File: config.mk
export PLATFORM = sky130hd
export DESIGN_NAME = wesb_top
export DESIGN_NICKNAME = d
export VERILOG_FILES = /design/src/wesb_pkg.sv /design/src/wesb_sync_edge.sv /design/src/wesb_w1c_bank.sv /design/src/wesb_top.sv
export SDC_FILE = /design/constraint.sdc
export NUM_CORES = 1
export LEC_CHECK = 0
export BUFFER_PORTS_ARGS = -buffer_cell sky130_fd_sc_hd__buf_2
export CORE_UTILIZATION = 56
export DETAILED_ROUTE_END_ITERATION = 8
export PLACE_DENSITY = 0.85
export SLEW_MARGIN = 20
export SYNTH_ARGS = -nofsm -noshare
export SYNTH_HDL_FRONTEND = slang
export SYNTH_SLANG_ARGS = --single-unit
File: constraint.sdc
create_clock -name hclk -period 3.6 [get_ports hclk]
set_input_delay 0 -clock hclk [delete_from_list [all_inputs] [get_ports hclk]]
set_output_delay 0 -clock hclk [all_outputs]
set_load 0.03 [all_outputs]
File: src/wesb_pkg.sv
package wesb_pkg;

  // ----------------------------------------------------------------
  // register indices (byte address is four times the index)
  // ----------------------------------------------------------------
  localparam logic [7:0] WESB_IDX_GPIO_STS = 8'h08;
  localparam logic [7:0] WESB_IDX_PERI_STS = 8'h09;
  localparam logic [7:0] WESB_IDX_GPIO_EN = 8'h10;
  localparam logic [7:0] WESB_IDX_PERI_EN = 8'h11;
  localparam logic [7:0] WESB_IDX_CTRL = 8'h12;
  localparam logic [7:0] WESB_IDX_IRQ_STS = 8'h13;
  localparam logic [7:0] WESB_IDX_IRQ_MASK = 8'h14;

  // ----------------------------------------------------------------
  // reset values
  // ----------------------------------------------------------------
  localparam logic [7:0] WESB_GPIO_STS_RST = 8'h00;
  localparam logic [7:0] WESB_PERI_STS_RST = 8'h01;
  localparam logic [7:0] WESB_EN_RST = 8'h00;
  localparam logic [1:0] WESB_CTRL_RST = 2'h0;
  localparam logic [1:0] WESB_IRQ_RST = 2'h0;
  localparam logic [31:0] WESB_RDATA_RST = 32'h0000_0000;

  // ----------------------------------------------------------------
  // field positions
  // ----------------------------------------------------------------
  localparam int unsigned WESB_CTRL_MASTER_BIT = 0;
  localparam int unsigned WESB_CTRL_ACTIVATE_BIT = 1;
  localparam int unsigned WESB_PERI_PRINTER_BIT = 0;
  localparam int unsigned WESB_PERI_MIDI_BIT = 1;
  localparam int unsigned WESB_PERI_SERIAL_BIT = 2;
  localparam int unsigned WESB_PERI_FLOPPY_BIT = 3;
  localparam int unsigned WESB_PERI_POINTER_BIT = 4;
  localparam int unsigned WESB_PERI_KEYS_BIT = 5;
  localparam int unsigned WESB_PERI_WATCHDOG_BIT = 6;
  localparam int unsigned WESB_PERI_SMBUS_BIT = 7;
  localparam int unsigned WESB_IRQ_GPIO_BIT = 0;
  localparam int unsigned WESB_IRQ_PERI_BIT = 1;

  // ----------------------------------------------------------------
  // widths
  // ----------------------------------------------------------------
  localparam int unsigned WESB_STS_W = 8;
  localparam int unsigned WESB_IRQ_W = 2;

endpackage

File: src/wesb_sync_edge.sv
`timescale 1ns/1ps
`default_nettype none

// two-stage synchroniser with rising-edge detect on the second stage
module wesb_sync_edge
  import wesb_pkg::*;
#(
  parameter int unsigned W = 8
) (
  input wire logic hclk,
  input wire logic hresetn,
  input wire logic clk_en,
  input wire logic [W-1:0] async_in,
  output logic [W-1:0] level,
  output logic [W-1:0] rise
);

  logic [W-1:0] meta_reg;
  logic [W-1:0] sync_reg;
  logic [W-1:0] prev_reg;

  // meta_reg is read by sync_reg only
  always_ff @(posedge hclk or negedge hresetn) begin
    if (!hresetn) begin
      meta_reg <= '0;
      sync_reg <= '0;
      prev_reg <= '0;
    end else if (clk_en) begin
      meta_reg <= async_in;
      sync_reg <= meta_reg;
      prev_reg <= sync_reg;
    end
  end

  assign level = sync_reg;
  assign rise = sync_reg & ~prev_reg;

endmodule

`default_nettype wire

File: src/wesb_w1c_bank.sv
`timescale 1ns/1ps
`default_nettype none

// sticky bank, write-one-to-clear; a set in the clear cycle wins
module wesb_w1c_bank
  import wesb_pkg::*;
#(
  parameter int unsigned W = 8,
  parameter logic [W-1:0] RST = '0
) (
  input wire logic hclk,
  input wire logic hresetn,
  input wire logic clk_en,
  input wire logic [W-1:0] set_in,
  input wire logic [W-1:0] clr_in,
  output logic [W-1:0] q
);

  // only the standby reset reaches this flop; other resets act only on the peripheral bank, via its set_in
  always_ff @(posedge hclk or negedge hresetn) begin
    if (!hresetn) begin
      q <= RST;
    end else if (clk_en) begin
      q <= (q & ~clr_in) | set_in;
    end
  end

endmodule

`default_nettype wire

File: src/wesb_top.sv
`timescale 1ns/1ps
`default_nettype none

module wesb_top
  import wesb_pkg::*;
(
  input wire logic hclk,
  input wire logic hresetn,
  input wire logic clk_en,
  input wire logic hsel,
  input wire logic [31:0] haddr,
  input wire logic [1:0] htrans,
  input wire logic hwrite,
  input wire logic [2:0] hsize,
  input wire logic [31:0] hwdata,
  input wire logic hready,
  output logic hreadyout,
  output logic hresp,
  output logic [31:0] hrdata,
  input wire logic gpio_five_zero,
  input wire logic gpio_five_one,
  input wire logic gpio_five_two,
  input wire logic gpio_five_three,
  input wire logic gpio_five_four,
  input wire logic gpio_five_five,
  input wire logic gpio_five_six,
  input wire logic gpio_five_seven,
  input wire logic printer_acknowledge_in,
  input wire logic midi_uart_irq_req,
  input wire logic serial_port_irq_req,
  input wire logic floppy_irq_req,
  input wire logic pointer_irq_req,
  input wire logic keys_irq_req,
  input wire logic watchdog_irq_req,
  input wire logic smbus_irq_req,
  input wire logic main_power_reset,
  input wire logic soft_reset,
  input wire logic hard_reset,
  output logic [7:0] gpio_wake_status_c,
  output logic [7:0] peripheral_event_status,
  output logic wake_output_n,
  output logic irq
);

  // ----------------------------------------------------------------
  // source synchronisation
  // ----------------------------------------------------------------
  logic [7:0] gpio_raw;
  logic [7:0] gpio_lvl;
  logic [7:0] gpio_rise;
  logic [7:0] peri_raw;
  logic [7:0] peri_lvl;
  logic [7:0] peri_rise;

  assign gpio_raw = {gpio_five_seven, gpio_five_six, gpio_five_five,
                     gpio_five_four, gpio_five_three, gpio_five_two,
                     gpio_five_one, gpio_five_zero};

  // bit order fixes the flag positions of the peripheral register
  assign peri_raw = {smbus_irq_req, watchdog_irq_req, keys_irq_req,
                     pointer_irq_req, floppy_irq_req, serial_port_irq_req,
                     midi_uart_irq_req, printer_acknowledge_in};

  wesb_sync_edge #(.W(WESB_STS_W)) u_gpio_sync (
    .hclk(hclk),
    .hresetn(hresetn),
    .clk_en(clk_en),
    .async_in(gpio_raw),
    .level(gpio_lvl),
    .rise(gpio_rise)
  );

  wesb_sync_edge #(.W(WESB_STS_W)) u_peri_sync (
    .hclk(hclk),
    .hresetn(hresetn),
    .clk_en(clk_en),
    .async_in(peri_raw),
    .level(peri_lvl),
    .rise(peri_rise)
  );

  // ----------------------------------------------------------------
  // bus slave: one wait state so a read always sees earlier writes
  // ----------------------------------------------------------------
  logic pend_reg;
  logic pend_write_reg;
  logic pend_mapped_reg;
  logic [7:0] pend_idx_reg;
  logic addr_take;
  logic addr_mapped;
  logic wr_stage;
  logic rd_stage;

  assign addr_take = hsel && htrans[1] && hready && clk_en;
  assign addr_mapped = (haddr[31:10] == 22'h00_0000) && (haddr[1:0] == 2'h0);
  assign wr_stage = pend_reg && pend_write_reg && pend_mapped_reg && clk_en;
  assign rd_stage = pend_reg && !pend_write_reg && clk_en;

  always_ff @(posedge hclk or negedge hresetn) begin
    if (!hresetn) begin
      pend_reg <= 1'b0;
      pend_write_reg <= 1'b0;
      pend_mapped_reg <= 1'b0;
      pend_idx_reg <= 8'h00;
    end else if (clk_en) begin
      pend_reg <= addr_take;
      if (addr_take) begin
        pend_write_reg <= hwrite;
        pend_mapped_reg <= addr_mapped;
        pend_idx_reg <= haddr[9:2];
      end
    end
  end

  always_ff @(posedge hclk or negedge hresetn) begin
    if (!hresetn) begin
      hreadyout <= 1'b1;
      hresp <= 1'b0;
    end else if (clk_en) begin
      hreadyout <= !addr_take;
      hresp <= 1'b0;
    end
  end

  // ----------------------------------------------------------------
  // control and enable registers
  // ----------------------------------------------------------------
  logic [7:0] gpio_en_reg;
  logic [7:0] peri_en_reg;
  logic [1:0] ctrl_reg;
  logic [1:0] irq_mask_reg;
  logic master_en;
  logic activate;

  always_ff @(posedge hclk or negedge hresetn) begin
    if (!hresetn) begin
      gpio_en_reg <= WESB_EN_RST;
      peri_en_reg <= WESB_EN_RST;
      ctrl_reg <= WESB_CTRL_RST;
      irq_mask_reg <= WESB_IRQ_RST;
    end else if (wr_stage) begin
      if (pend_idx_reg == WESB_IDX_GPIO_EN) begin
        gpio_en_reg <= hwdata[7:0];
      end
      if (pend_idx_reg == WESB_IDX_PERI_EN) begin
        peri_en_reg <= hwdata[7:0];
      end
      if (pend_idx_reg == WESB_IDX_CTRL) begin
        ctrl_reg <= hwdata[1:0];
      end
      if (pend_idx_reg == WESB_IDX_IRQ_MASK) begin
        irq_mask_reg <= hwdata[1:0];
      end
    end
  end

  assign master_en = ctrl_reg[WESB_CTRL_MASTER_BIT];
  assign activate = ctrl_reg[WESB_CTRL_ACTIVATE_BIT];

  // ----------------------------------------------------------------
  // printer source
  // ----------------------------------------------------------------
  logic printer_port_irq_flag_src;
  logic printer_port_irq_flag_prev_reg;
  logic printer_port_irq_flag_rise;
  logic any_reset;

  assign printer_port_irq_flag_src = activate ? peri_lvl[WESB_PERI_PRINTER_BIT] : 1'b1;
  assign any_reset = main_power_reset || soft_reset || hard_reset;

  always_ff @(posedge hclk or negedge hresetn) begin
    if (!hresetn) begin
      printer_port_irq_flag_prev_reg <= 1'b1;
    end else if (clk_en) begin
      printer_port_irq_flag_prev_reg <= printer_port_irq_flag_src;
    end
  end

  assign printer_port_irq_flag_rise = printer_port_irq_flag_src && !printer_port_irq_flag_prev_reg;

  // ----------------------------------------------------------------
  // status banks
  // ----------------------------------------------------------------
  logic [7:0] gpio_set;
  logic [7:0] gpio_clr;
  logic [7:0] peri_set;
  logic [7:0] peri_clr;
  logic [1:0] irq_set;
  logic [1:0] irq_clr;
  logic [1:0] irq_sts;

  // enables play no part in setting status
  assign gpio_set = gpio_rise;
  assign gpio_clr = (wr_stage && pend_idx_reg == WESB_IDX_GPIO_STS) ?
                    hwdata[7:0] : 8'h00;

  // held source and non-standby resets keep bit 0 set while active
  assign peri_set[WESB_PERI_PRINTER_BIT] = printer_port_irq_flag_rise || !activate ||
                                           any_reset;
  assign peri_set[7:1] = peri_rise[7:1];
  assign peri_clr = (wr_stage && pend_idx_reg == WESB_IDX_PERI_STS) ?
                    hwdata[7:0] : 8'h00;

  wesb_w1c_bank #(.W(WESB_STS_W), .RST(WESB_GPIO_STS_RST)) u_gpio_sts (
    .hclk(hclk),
    .hresetn(hresetn),
    .clk_en(clk_en),
    .set_in(gpio_set),
    .clr_in(gpio_clr),
    .q(gpio_wake_status_c)
  );

  wesb_w1c_bank #(.W(WESB_STS_W), .RST(WESB_PERI_STS_RST)) u_peri_sts (
    .hclk(hclk),
    .hresetn(hresetn),
    .clk_en(clk_en),
    .set_in(peri_set),
    .clr_in(peri_clr),
    .q(peripheral_event_status)
  );

  assign irq_set[WESB_IRQ_GPIO_BIT] = |gpio_set;
  assign irq_set[WESB_IRQ_PERI_BIT] = |peri_set[7:1] || printer_port_irq_flag_rise;
  assign irq_clr = (wr_stage && pend_idx_reg == WESB_IDX_IRQ_STS) ?
                   hwdata[1:0] : 2'h0;

  wesb_w1c_bank #(.W(WESB_IRQ_W), .RST(WESB_IRQ_RST)) u_irq_sts (
    .hclk(hclk),
    .hresetn(hresetn),
    .clk_en(clk_en),
    .set_in(irq_set),
    .clr_in(irq_clr),
    .q(irq_sts)
  );

  // ----------------------------------------------------------------
  // wake and interrupt outputs
  // ----------------------------------------------------------------
  logic wake_cond;

  assign wake_cond = master_en &&
                     (|(gpio_wake_status_c & gpio_en_reg) ||
                      |(peripheral_event_status & peri_en_reg));

  always_ff @(posedge hclk or negedge hresetn) begin
    if (!hresetn) begin
      wake_output_n <= 1'b1;
      irq <= 1'b0;
    end else if (clk_en) begin
      wake_output_n <= !wake_cond;
      irq <= |(irq_sts & irq_mask_reg);
    end
  end

  // ----------------------------------------------------------------
  // read data
  // ----------------------------------------------------------------
  logic [31:0] rd_value;

  always_comb begin
    rd_value = 32'h0000_0000;
    if (pend_mapped_reg) begin
      case (pend_idx_reg)
        WESB_IDX_GPIO_STS: rd_value = {24'h00_0000, gpio_wake_status_c};
        WESB_IDX_PERI_STS: rd_value = {24'h00_0000, peripheral_event_status};
        WESB_IDX_GPIO_EN: rd_value = {24'h00_0000, gpio_en_reg};
        WESB_IDX_PERI_EN: rd_value = {24'h00_0000, peri_en_reg};
        WESB_IDX_CTRL: rd_value = {30'h0000_0000, ctrl_reg};
        WESB_IDX_IRQ_STS: rd_value = {30'h0000_0000, irq_sts};
        WESB_IDX_IRQ_MASK: rd_value = {30'h0000_0000, irq_mask_reg};
        default: rd_value = 32'h0000_0000;
      endcase
    end
  end

  always_ff @(posedge hclk or negedge hresetn) begin
    if (!hresetn) begin
      hrdata <= WESB_RDATA_RST;
    end else if (rd_stage) begin
      hrdata <= rd_value;
    end
  end
endmodule

`default_nettype wire

# == Word-level counts from Yosys, hierarchy flattened ==
# Index checks and enable logic that the tools add are counted.
# classes
eq_ne,7
muxes,6
bitwise,16
reduce_logical,37
# ops
cell,count
$pmux 8 s7,1
$and 8x8->8,6
$eq 8x5->1 const B,5
$not 8->8,4
$mux 8,3
$reduce_or 8->1,3
$logic_not 22->1,1
$eq 8x4->1 const B,2
$or 8x8->8,2
$logic_and 1x1->1,14
$reduce_and 2->1,5
$reduce_or 7->1,1
$logic_or 1x1->1,6
$logic_not 1->1,5
$and 2x2->2,2
$logic_not 2->1,1
$mux 2,1
$not 2->2,1
$or 2x2->2,1
$reduce_or 2->1,1
$mux 1,1
# word_totals
register_bits,133
wordCells,88

# == Logic depth before layout (Yosys ltp) ==
# Gate-level depths: netlist of run 1.
# logic_depth
word_depth,8
ltp_mapped,8
depth_no_buf,5

# == Cells and area by module ==
# Synthesis of run 1 repeated with hierarchy kept, for this count alone.
# hier_totals
hier_cells,407
hier_area_um2,5320.1
# by_module_without_submodules
mod,n_inst,cells_each,area_each_um2,seq_area_each_um2
wesb_top,1,231,2503.7,1079.8
wesb_sync_edge,2,59,1047.3,600.6
wesb_w1c_bank (u_peri_sts),1,26,324.1,201.4
wesb_w1c_bank (u_gpio_sts),1,26,322.8,200.2
wesb_w1c_bank (u_irq_sts),1,6,75.1,50.0

# == Worst setup path after synthesis of run 1 ==
# Ideal clock, no wire load.
# synth_timing
path_type,register to register
from,register pend_idx_reg[7]
to,register hrdata[4]
setup_time_ps,104
arrival_ps,1714
setup_slack_ps,1783
path_stages_with_launch,5
n_path_buf,0
period_less_slack_ps,1817
cell_sequence,dfrtp_1 > or3_1 > or3_1 > a211o_1 > o41ai_2
# synth_via
elab_chain_cells,3
elab_cells_between_ends,9
cone_classes,7 x eq/ne; 2 x mux
# synth_rtl
item,line_no,text
"start, declared",wesb_top.sv:88,logic [7:0] pend_idx_reg;
"start signal, assigned",wesb_top.sv:110,pend_idx_reg <= haddr[9:2];
$eq 8x5->1 / $eq 8x4->1 (equally long branches),wesb_top.sv:263,case (pend_idx_reg)
$pmux 8 s7 *,wesb_top.sv:263,
$mux 8 *,wesb_top.sv:262,if (pend_mapped_reg) begin
"end signal, assigned",wesb_top.sv:280,hrdata <= rd_value;
"end, declared",wesb_top.sv:19,"output logic [31:0] hrdata,"
# Mark *: on every way between the ends. The rest lies on a longest branch, timed or not.
# A chain may end at the register's enable or synchronous reset.

# == Worst setup path after layout of run 1 ==
# layout_timing
from,input port clk_en
to,register pend_mapped_reg
# layout_via
elab_chain_cells,2
# layout_rtl
item,line_no,text
"start, declared",wesb_top.sv:9,"input wire logic clk_en,"
$logic_and 1x1->1,wesb_top.sv:94,assign addr_take = hsel && htrans[1] && hready && clk_en;
$reduce_and 2->1 (no line) *,--,
"end signal, assigned",wesb_top.sv:109,pend_mapped_reg <= addr_mapped;
"end, declared",wesb_top.sv:87,logic pend_mapped_reg;
# Marks and branches as above.

==> run summary, run 1 <==
The flow ran to the end, and the final reports show no timing, DRC or antenna violations. Most frequent cell on the critical path: dlygate4sd3_1. In this run the horizontal extent of the chip is 96.24 um.

The share of layout cells above drive strength 1 was 0.3511; the power per cell area was 428.3 mW/mm^2. Once layout is done, the placed cells without fillers occupy 0.006038 mm^2. The number of antenna diodes in the final layout is 0. Based on the critical path, the design can be clocked at up to 365.2 MHz.

In the synthesized netlist the dominant register cell turns out to be dfrtp_1. Summed over all cells, the static leakage comes to 2.718 nW. Buffers inserted during clock tree synthesis total 9. The worst setup path is launched from a primary input.

The number of ports placed on the die boundary came out at 146. The final period utilization came out at 0.7606. Averaged over all synthesized cells, the footprint is 12.10 um^2. The critical path goes through dlygate4sd3_1 > buf_2 > buf_4 > nand4_1 > o31ai_1 > dlygate4sd3_1.

The tightest min-delay check is of the in2async type. For this run the aggregate overflow at the end of global routing stands at 0. The final-report hold violation count was 0; the core area was 0.008678 mm^2. The tree built by TritonCTS fans out to 108 sinks. STA puts the critical path data required time at 3.91 ns. The worst register-to-register path begins at pend_idx_reg[0]. Max-cap violations in this run came to 0.

The critical path starts at clk_en. Counting both buffers and inverters, the worst setup path holds a total of 4. Setup violations remaining at the end of the flow were counted as 0.

The logs give 0.2626 for the total routing usage reported by global routing and 0.2490 mV for the worst-case vdd ir drop. The cell family contributing the most delay on the critical path is buffers and inverters. Flip-flop and latch count after synthesis: 108.

TritonCTS built the clock tree. The number of flops mapped to enable cells by yosys works out to 0. The largest net degree at the start of global routing is 86, and the sequential cell area fraction in the yosys report is 0.5444. The share of synthesized flip-flops with an asynchronous set or reset is 1.000.

The initial antenna violation count was 0; the average routed wire per standard cell was 17.11 um. The first-pass GRT wire length was 17950 um. The logs give 0.4618 for the headroom to the max-slew limit and 594 for the number of placed instances, taps included. After detailed routing, the number of remaining DRC violations is 0.

The initialized floorplan defines 34 standard-cell rows. The number of input and output port buffers inserted is 92, and the max-slew violation count is 0. Before antenna repair, the detailed router went through 4 iterations. The run gives 0.5731 as the starting density of the core. The die is 96.24 um tall. The most common library cell in the layout ignoring fill and taps is dfrtp_1. For this run, the number of Yosys warnings is 0. Along the worst path, the maximum fanout reaches 73. The arrival time at the worst endpoint came out at 3.05 ns. The final layout contains routed wiring with a total length of 11150 um. The number of different library cells used by synthesis comes to 43.

The first routing iteration left 203 violations. The minimum hold slack came out at 0.2180 ns. Area taken by flip-flops and latches: 0.002708 mm^2. Clock-pin slew was measured on the worst setup and hold paths at 0.10 ns.

The area growth from synthesis to layout was 21.41%. The synthesized netlist occupies a cell area of 0.004974 mm^2. The count of cells in the finished layout, fillers not included, comes to 652.

In this run the clock root is driven by a clkbuf_8. The detailed placer's ending HPWL is 7566 um, and the final critical path time including I/O delays and setup is 2.738 ns. The tools report the area of the multi-input gates as 0.002078 mm^2. The layout has 621 filler cells. The logs give 3 for the number of H-tree levels and 2 for the maximum clock path buffer count. The class of the most critical setup path was in2reg. For the number of global-route vias before repair, the log shows 3610. The tools report the vias after detailed routing as 3663. The via density per instance was 5.618. The worst-case clock skew came out at 0.009128 ns.

For this run, the slowest stage of the critical path takes 0.72 ns. The final antenna-violating net count was 0. The later pin in the worst-skew pair is clocked with a latency of 0.38 ns. The run gives 0 ns as the total negative slack for setup checks. The top cell types in the final layout, fill and taps aside, are 104 x dfrtp_1, 91 x buf_2, 76 x mux2_2. After detailed placement, the total cell area comes to 0.005414 mm^2. The run gives 633 as the net count of the finished layout. The slowest stage of the critical path is the nand4_1 cell.

The die covers 0.009262 mm^2. The congestion estimate from routability-driven global placement came to 0.9267. The actual slew at the worst max-slew pin came out at 0.8072 ns. Setup repair after global routing left no endpoint under its margin. STA classifies the critical path endpoint as a flip-flop.

The number of instances in the synthesized netlist is 411.
## final timing paths
path	cells past startpoint	slack (ns)	endpoint
worst min-delay path	2	0.22	hrdata[2]
max in group asynchronous	3	2.60	peri_en_reg[3]
worst min register to register	1	0.47	u_peri_sts.q[7]
worst max-delay path	6	0.86	pend_mapped_reg
min in group hclk	3	0.35	pend_reg
worst max register to register	6	0.87	u_peri_sts.q[0]
## power breakdown
part           switching [mW]  internal [mW]  leakage [nW]
logic                   0.210          0.205          1.34
registers               0.101           1.31          1.28
clock network           0.408          0.347        0.0976
## logic make-up (layout without fill, tap and decap cells)
| kind of cell | Yosys count | in the layout | synth area share |
|---|---|---|---|
| other | 1 | 25 | 0.0007540 |
| AO/OA/AOI/OAI | 64 | 64 | 0.1039 |
| buffers and inverters | 47 | 156 | 0.05585 |
| multiplexers | 81 | 81 | 0.1821 |
| flip-flops | 108 | 108 | 0.5444 |
| AND/OR/NAND/NOR | 110 | 110 | 0.1130 |
## repair_timing
| item | 4_1_cts | 5_1_grt |
|---|---|---|
| hold buffers | 42 | 0 |
| setup buffers | 0 | 0 |
| hold endpoints to repair | 144 | 0 |
| gates resized for setup | 0 | 0 |
## cells in the mapped netlist (3+ instances only)
library cell / count / area share
inv_1: 4 / 0.0030
a22o_1: 21 / 0.037
nor4_1: 9 / 0.011
buf_2: 5 / 0.0050
dfrtp_1: 104 / 0.52
mux2_2: 76 / 0.17
clkbuf_1: 12 / 0.0091
nor2b_1: 17 / 0.021
nor2_1: 9 / 0.0068
nand2_1: 46 / 0.035
mux2i_1: 5 / 0.010
nand4_1: 4 / 0.0050
dfstp_2: 4 / 0.021
and2_1: 3 / 0.0038
and3_1: 3 / 0.0038
a21oi_1: 3 / 0.0030
a211oi_1: 5 / 0.0075
a22oi_1: 6 / 0.0091
a221oi_1: 10 / 0.018
o21ai_0: 5 / 0.0050
buf_4: 25 / 0.038
nor3_1: 8 / 0.0081
## stage by stage
step | power, mW | setup WS, ns | utilization
after floorplan | 1.706 | 1.783 | -
after global placement | 1.794 | 1.439 | 0.6238
after detailed placement | 1.817 | 1.353 | 0.6238
after CTS | 2.600 | 0.8540 | 0.6954
after global routing | 2.715 | 0.6309 | 0.6958
final | 2.586 | 0.8618 | 0.6958
## routing by layer
metal  vias to the layer above  GRT usage  wire, um
li1                       1705          -         -
met3                        24    0.06714       671
met5                         -          0         0
met1                      1784     0.3458      4754
met4                         0     0.1032       254
met2                       150     0.4173      5472
## layout make-up
| cell class | instances | area share |
|---|---|---|
| tap | 108 | 0.02238 |
| multi-input combinational | 280 | 0.3442 |
| clock buffer | 12 | 0.02404 |
| sequential | 108 | 0.4484 |
| timing repair buffer | 136 | 0.1494 |
| inverter | 4 | 0.002487 |
| clock inverter | 4 | 0.009117 |
Power figures use the tool's default switching activity.
==> inputs of run 2 (changes only) <==
--- a/config.mk
+++ b/config.mk
@@ -6,9 +6,9 @@
 export NUM_CORES = 1
 export LEC_CHECK = 0
 export BUFFER_PORTS_ARGS = -buffer_cell sky130_fd_sc_hd__buf_2
-export CORE_UTILIZATION = 56
+export CORE_UTILIZATION = 52
 export DETAILED_ROUTE_END_ITERATION = 8
-export PLACE_DENSITY = 0.85
+export PLACE_DENSITY = 0.8
 export SLEW_MARGIN = 20
 export SYNTH_ARGS = -nofsm -noshare
 export SYNTH_HDL_FRONTEND = slang
==> constraint.sdc (replaced) <==
create_clock -name hclk -period 2.7 [get_ports hclk]
set_input_delay 0 -clock hclk [delete_from_list [all_inputs] [get_ports hclk]]
set_output_delay 0 -clock hclk [all_outputs]
set_load 0.03 [all_outputs]
==> run 2 against run 1 <==
  * Design area increased by 0.60%
  * Critical path depth grew 2
  * Combinational power rose by 33%
  * Largest cell class unchanged
  * Worst hold slack got worse by 0.068 ns
  * Critical path type unchanged
==> run summary, run 2 (same netlist as run 1, synthesis figures left out) <==
The actual slew at the worst max-slew pin is 0.8423 ns (+0.03507 ns). The overall die area was 0.009960 mm^2 (+7.5%). The final critical path time including I/O delays and setup was 2.542 ns; the y dimension of the die was 99.80 um (+3.7%). For the number of diodes, the log shows 0 (unchanged).

The DRC violation count after routing came out at 0 (unchanged). The clock latency at the later pin of the worst-skew pair is 0.37 ns (about the same). The maximum clock path buffer count is 2 (unchanged).

The run finished with clean final reports. Relative to the synthesized area, the layout overhead comes to 22.14%. The tools report the master cell of the clock root buffer as clkbuf_8.

The first-pass iteration count of the detailed router is 5 (+1). The placer congestion estimate came out at 0.8384 (-9.5%). The placed instance area is 0.005460 mm^2 (+0.86%).

The worst setup path is of the in2reg kind. The final-report hold violation count is 0 (unchanged). The run gives 0.4385 (-0.02338) as the headroom to the max-slew limit.

Static timing analysis puts the maximum clock frequency at 393.4 MHz. The worst setup path is captured at a flip-flop. The delay of the slowest cell on the worst path is 0.61 ns (-0.11 ns).

Most common library cell in the layout ignoring fill and taps: dfrtp_1. The tools report the core occupancy in the finished layout as 0.6574 (-0.03838). First-pass GRT wire length: 17820 um (-0.77%). Kind of start point of the critical path: a primary input.

The final antenna-violating net count came out at 0 (unchanged). TritonCTS built the clock tree. The data required time at the worst endpoint was 3.01 ns (-0.90 ns); the power per cell area was 562.9 mW/mm^2 (+31%).

The worst-case clock skew came out at 0.006565 ns (-0.002563 ns). The tools report the number of ports placed on the die boundary as 146 (unchanged). The most numerous cell type found on the critical path is dlygate4sd3_1. The run gives 3 (unchanged) as the number of H-tree levels. The total routing usage reported by global routing is 0.2305 (-0.03216).

Starting density of the core: 0.5383 (-0.03484). The path class of the tightest hold or removal check is in2async. The number of input and output port buffers inserted works out to 92 (unchanged).

The standby leakage power is 2.726 nW (+0.30%). The buffer and inverter count on the worst path was 5 (+1). Setup repair after global routing left no endpoint under its margin. The detailed placer's ending HPWL is 7582 um (+0.21%). The leftover overflow at the end of global routing was 0 (unchanged); the core area was 0.009240 mm^2 (+6.5%). The logic depth of the worst register-to-register path was 7 (+1); the final number of setup-violating endpoints was 0 (unchanged). For the initial antenna violation count, the log shows 0 (unchanged).

The largest net degree at the start of global routing was 75 (-13%); the cell count along the critical path was 8 (+2). Walking the worst path, the cells encountered are dlygate4sd3_1 > buf_2 > nor4_1 > dlygate4sd3_1 > nand2_1 > dlygate4sd3_1 > o31ai_1 > dlygate4sd3_1. Number of clock sinks seen by CTS: 108 (unchanged). The clock transition time at the flip-flop clock pins of the worst setup and hold paths is 0.11 ns (about the same), and the arrival time at the worst endpoint is 2.85 ns (-0.20 ns). The standard-cell row count came out at 35 (+2.9%). The max-slew violation count was 0 (unchanged); the worst-case vdd ir drop was 0.3481 mV (+40%). The final period utilization works out to 0.9415. The vias after detailed routing came out at 3705 (+1.1%). The average routed wire per standard cell is 16.36 um (-4.4%), and the violation count after the first detailed-route iteration is 186 (-8.4%). The via density per instance came out at 5.505 (-2.0%). The net count of the finished layout came out at 633 (unchanged). The slack of the worst reg-to-reg path was 0.24 ns (-0.63 ns).

The share of layout cells above drive strength 1 came out at 0.3566 (+0.005515). The width of the chip works out to 99.80 um (+3.7%). The tools report the number of global-route vias before repair as 3669 (+1.6%). For the number of buffers inserted during clock tree synthesis, the log shows 9 (unchanged). The tools report the routed wire length as 11010 um (-1.3%).

The run gives 0.006075 mm^2 (+0.60%) as the final standard cell area without fillers. The largest delay contributor family on the critical path was buffers and inverters. The largest fanout on the critical path works out to 1 (-99%).

The count of max-cap constraint violations came out at 0 (unchanged). Total negative slack for setup checks: 0 ns (unchanged). Leaving out fill and tap cells, the most frequent cells in the layout are 104 x dfrtp_1, 91 x buf_2, 76 x mux2_2.

On the critical path, the stage with the largest delay is an instance of dlygate4sd3_1.
-- run 2: worst paths after layout --
kind	from	endpoint
max	haddr[21]	pend_mapped_reg
min	hresetn	u_peri_sync.meta_reg[0]
max reg2reg	pend_idx_reg[0]	u_peri_sts.q[0]
min reg2reg	ctrl_reg[0]	wake_output_n
max in group asynchronous	hresetn	peri_en_reg[2]
min in group hclk	clk_en	u_irq_sts.q[0]
-- run 2: power by group --
part | leakage (nW) | total (mW) | switching [mW] | internal, mW
clock | 0.101 | 0.980 | 0.590 | 0.390
combinational | 1.34 | 0.554 | 0.279 | 0.274
sequential | 1.28 | 1.89 | 0.133 | 1.75
-- run 2: area by class of cell --
class,instances,area (um^2)
fill,693,3166
tap,129,161.4
timing repair buffer,136,908.4
multi-input combinational,280,2078
clock buffer,10,137.6
inverter,4,15.01
clock inverter,6,66.31
sequential,108,2708
-- run 2: what timing repair did --
| action | 4_1_cts | 5_1_grt |
|---|---|---|
| hold buffers | 41 | 0 |
| resized for setup | 0 | 0 |
| setup buffers | 0 | 0 |
| endpoints found under the hold margin | 101 | 0 |
-- run 2: stage by stage --
step | worst slack (ns) | std cells | power, mW | hold WS, ns
6_report | 0.1579 | 673 | 3.419 | 0.1498
5_1_grt | 0.04364 | 673 | 3.574 | 0.1949
4_1_cts | 0.2892 | 673 | 3.450 | 0.1622
3_5_place_dp | 0.5330 | 616 | 2.425 | 0.04170
3_3_place_gp | 0.5911 | 616 | 2.397 | 0.03243
2_1_floorplan | 0.8830 | 435 | 2.275 | -0.2956
-- run 2: per-layer routing --
metal | up-vias | wire length (um) | GRT usage
met1 | 1829 | 4713 | 0.3073
met3 | 18 | 705 | 0.04944
met2 | 149 | 5455 | 0.3767
met4 | 0 | 138 | 0.07805
li1 | 1709 | - | -
met5 | - | 0 | 0
==> inputs of run 3 (changes only) <==
--- a/config.mk
+++ b/config.mk
@@ -6,9 +6,12 @@
 export NUM_CORES = 1
 export LEC_CHECK = 0
 export BUFFER_PORTS_ARGS = -buffer_cell sky130_fd_sc_hd__buf_2
-export CORE_UTILIZATION = 52
+export CELL_PAD_IN_SITES_DETAIL_PLACEMENT = 1
+export CELL_PAD_IN_SITES_GLOBAL_PLACEMENT = 2
+export CORE_ASPECT_RATIO = 1.25
+export CORE_UTILIZATION = 30
 export DETAILED_ROUTE_END_ITERATION = 8
-export PLACE_DENSITY = 0.8
+export PLACE_DENSITY = 0.76
 export SLEW_MARGIN = 20
 export SYNTH_ARGS = -nofsm -noshare
 export SYNTH_HDL_FRONTEND = slang
==> constraint.sdc (replaced) <==
create_clock -name hclk -period 2.12 [get_ports hclk]
set_input_delay 0 -clock hclk [delete_from_list [all_inputs] [get_ports hclk]]
set_output_delay 0 -clock hclk [all_outputs]
set_load 0.03 [all_outputs]
==> run 3 against run 2 <==
  * Register-to-register slack got worse by 0.09 ns
  * Non-clock buffer count increased by 8
  * Setup slack lost 0.16 ns
  * Highest routed layer unchanged
  * Utilization fell by 27 points
  * Global-route usage is 6.4 points lower
  * Critical endpoint unchanged
  * Largest power group unchanged
  * Cell count increased by 14%
  * Design area grew 4.6%
  * Via count about the same
  * Sequential share of layout area is 1.9 points lower
==> run summary, run 3 (same netlist as run 1, synthesis figures left out) <==
The most critical setup path has its startpoint at haddr[31]. The type of the tightest min-delay check is in2reg. The run finished with clean final reports. The slack of the worst reg-to-reg path came out at 0.15 ns (-0.09 ns). Largest delay contributor family on the critical path: buffers and inverters.

For the area of the multi-input gates, the log shows 0.002087 mm^2 (+0.42%). The number of buffers inserted during clock tree synthesis is 9 (unchanged), and the routed wire length is 13080 um (+19%). The via density per instance was 4.822 (-12%); the final standard cell area without fillers was 0.006352 mm^2 (+4.6%). The standby leakage power is 2.812 nW (+3.1%). Leaving out fill and tap cells, the most frequent cell in the layout is dfrtp_1.

The detailed placer's ending HPWL is 9612 um (+27%). The power per cell area is 754.3 mW/mm^2 (+34%). The number of clock sinks seen by CTS is 108 (unchanged).

Share of layout cells above drive strength 1: 0.3714 (+0.01476). The worst-case clock skew came out at 0.009538 ns (+0.002974 ns). TritonCTS built the clock tree. The number of global-route vias before repair is 4019 (+9.5%). The tools report the power dissipated by switching net loads as 1.356 mW (+35%). For the part of the power in the clock network, the log shows 0.340 (+0.053). The tools report the maximum clock path buffer count as 2 (unchanged).

For the violation count after the first detailed-route iteration, the log shows 139 (-25%). The buffer and inverter count on the worst path came out at 4 (-1). The logic depth of the worst register-to-register path is 5 (-2), and the area growth from synthesis to layout is 27.72%. The max-slew violation count was 0 (unchanged); the highest clock frequency the design can meet was 472.0 MHz. Core occupancy in the finished layout: 0.3921 (-0.2653). The tools report the placer congestion estimate as 0.7914 (-5.6%). The overall die area came out at 0.01710 mm^2 (+72%). Along the worst hold path, the cell count comes to 4. The logs give 146 (unchanged) for the number of ports placed on the die boundary and 4.791 mW (+40%) for the power after layout. The area taken by flip-flops and latches was 0.002708 mm^2 (unchanged). The worst setup path is captured at a flip-flop.

The first-pass GRT wire length was 21380 um (+20%). The tools report the total routing usage reported by global routing as 0.1668 (-0.06365). The leftover overflow at the end of global routing came out at 0 (unchanged). The number of input and output port buffers inserted is 92 (unchanged), and the final number of setup-violating endpoints is 0 (unchanged). The number of diodes came out at 0 (unchanged).

The slowest stage of the critical path is the dlygate4sd3_1 cell. The tools report the headroom to the max-slew limit as 0.4236 (-0.01487). The tools report the DRC violation count after routing as 0 (unchanged). The startpoint of the most critical register-to-register path was pend_idx_reg[5].

The count of max-cap constraint violations is 0 (unchanged). Data required time at the worst endpoint: 2.37 ns (-0.64 ns). The setup path with the least slack is of type in2reg. For hold timing, the worst endpoint is u_peri_sts.q[0]. The core area is 0.01620 mm^2 (+75%), and the vias after detailed routing is 3703 (-0.054%). The standard-cell row count is 52 (+49%), and the final-report hold violation count is 0 (unchanged).

The delay of the slowest cell on the worst path is 0.60 ns (about the same), and the final critical path time including I/O delays and setup is 2.119 ns. Fraction of power consumed by sequential logic: 0.496 (-0.056). The actual slew at the worst max-slew pin is 0.8646 ns (+0.02231 ns), and the cell count along the critical path is 7 (-1). Width of the chip: 117.2 um (+17%). The most frequent cell on the critical path is dlygate4sd3_1. Critical hold path startpoint: soft_reset.

Largest fanout on the critical path: 1 (unchanged). The cell sitting at the root of the clock tree is a clkbuf_16. The tools report the setup fix buffers added after clock tree synthesis as 0 (unchanged). The worst setup path is launched from a primary input. The top cell types in the final layout, fill and taps aside, are 104 x dfrtp_1, 91 x buf_2, 76 x mux2_2.

The number of H-tree levels is 3 (unchanged). Combinational power share: 0.164 (+0.002). The run gives 73 (-2.7%) as the largest net degree at the start of global routing. The logs give 0.005669 mm^2 (+3.8%) for the placed instance area and 6 (+1) for the first-pass iteration count of the detailed router.

The initial antenna violation count was 0 (unchanged); the clock transition time at the flip-flop clock pins of the worst setup and hold paths was 0.07 ns (-0.04 ns). The y dimension of the die is 146.0 um (+46%), and the worst-case vdd ir drop is 0.3557 mV (+2.2%). The logs give 0 (unchanged) for the final antenna-violating net count and 2.37 ns (-0.48 ns) for the arrival time at the worst endpoint. For the net count of the finished layout, the log shows 641 (+1.3%). The endpoint of the most critical register-to-register path is hrdata[4].

The clock latency at the later pin of the worst-skew pair was 0.36 ns (about the same); the average routed wire per standard cell was 17.04 um (+4.1%). The tools report the number of filler instances in the final layout as 1786 (+160%). Walking the worst path, the cells encountered are dlygate4sd3_1 > buf_2 > nor4_2 > dlygate4sd3_1 > nand4_1 > dlygate4sd3_1 > o31ai_1. The run gives 0.3070 (-0.2313) as the starting density of the core. The cell-internal power is 3.435 mW (+42%), and the switching share of total power is 0.2831 (-0.01007).

The final period utilization came out at 0.9993. The run gives 0 ns (unchanged) as the total negative slack for setup checks.
-- run 3: changes by cell type in the layout (fill, tap and decap cells not counted), sizes merged --
cell | previous run | this run
dlygate4sd3 | 41 | 39
clkinvlp | 1 | 0
buf | 95 | 105
inv | 7 | 8
-- run 3: cell type report --
class,count,area share
sequential,108,0.4262
multi-input combinational,280,0.3285
timing repair buffer,144,0.1556
tap,216,0.04254
clock buffer,10,0.03604
clock inverter,6,0.008667
inverter,4,0.002364
-- run 3: worst reg2reg max path: stages, from the launching register on --
cell     delay [ns]
dfrtp_1        0.43
nor4_4         0.45
and2_1         0.26
nand2_1        0.07
a211o_1        0.35
o41ai_2        0.33
-- run 3: power groups by stage --
| stage | registers [mW] | logic (mW) | clock network [mW] |
|---|---|---|---|
| finish | 2.38 | 0.785 | 1.63 |
| global placement | 2.40 | 0.717 | 0 |
| global route | 2.41 | 0.866 | 1.75 |
| detailed placement | 2.42 | 0.740 | 0 |
| CTS | 2.38 | 0.795 | 1.69 |
| floorplan | 2.37 | 0.530 | 0 |
-- run 3: routing by layer --
metal,track usage,vias up,share of wire
met1,0.2010,1873,0.42
met2,0.2850,86,0.53
met5,0,-,0
li1,-,1726,-
met3,0.02832,18,0.030
met4,0.07722,0,0.024
-- run 3: worst max-delay path by stage --
| stage | endpoint | slack, ns |
|---|---|---|
| after floorplan | hrdata[4] | 0.30 |
| after global placement | gpio_en_reg[0] | 0.16 |
| after detailed placement | gpio_en_reg[5] | 0.13 |
| after CTS | gpio_en_reg[0] | 0.1 |
| after global routing | pend_mapped_reg | -0.06 |
| final | pend_mapped_reg | 0.001 |
-- run 3: what timing repair did --
| action | 4_1_cts | 5_1_grt |
|---|---|---|
| resized for setup | 0 | 2 |
| endpoints found under the hold margin | 136 | 0 |
| hold buffers | 39 | 0 |
| setup endpoints to repair | 0 | 10 |
-- run 3: per-stage QoR --
step | hold slack, ns | cells | worst slack [ns]
4_1_cts | 0.006355 | 768 | 0.09914
6_report | 0.002748 | 768 | 0.001411
3_3_place_gp | -0.08029 | 713 | 0.1634
2_1_floorplan | -0.2956 | 435 | 0.3030
5_1_grt | 0.02207 | 768 | -0.05939
3_5_place_dp | -0.07583 | 713 | 0.1251
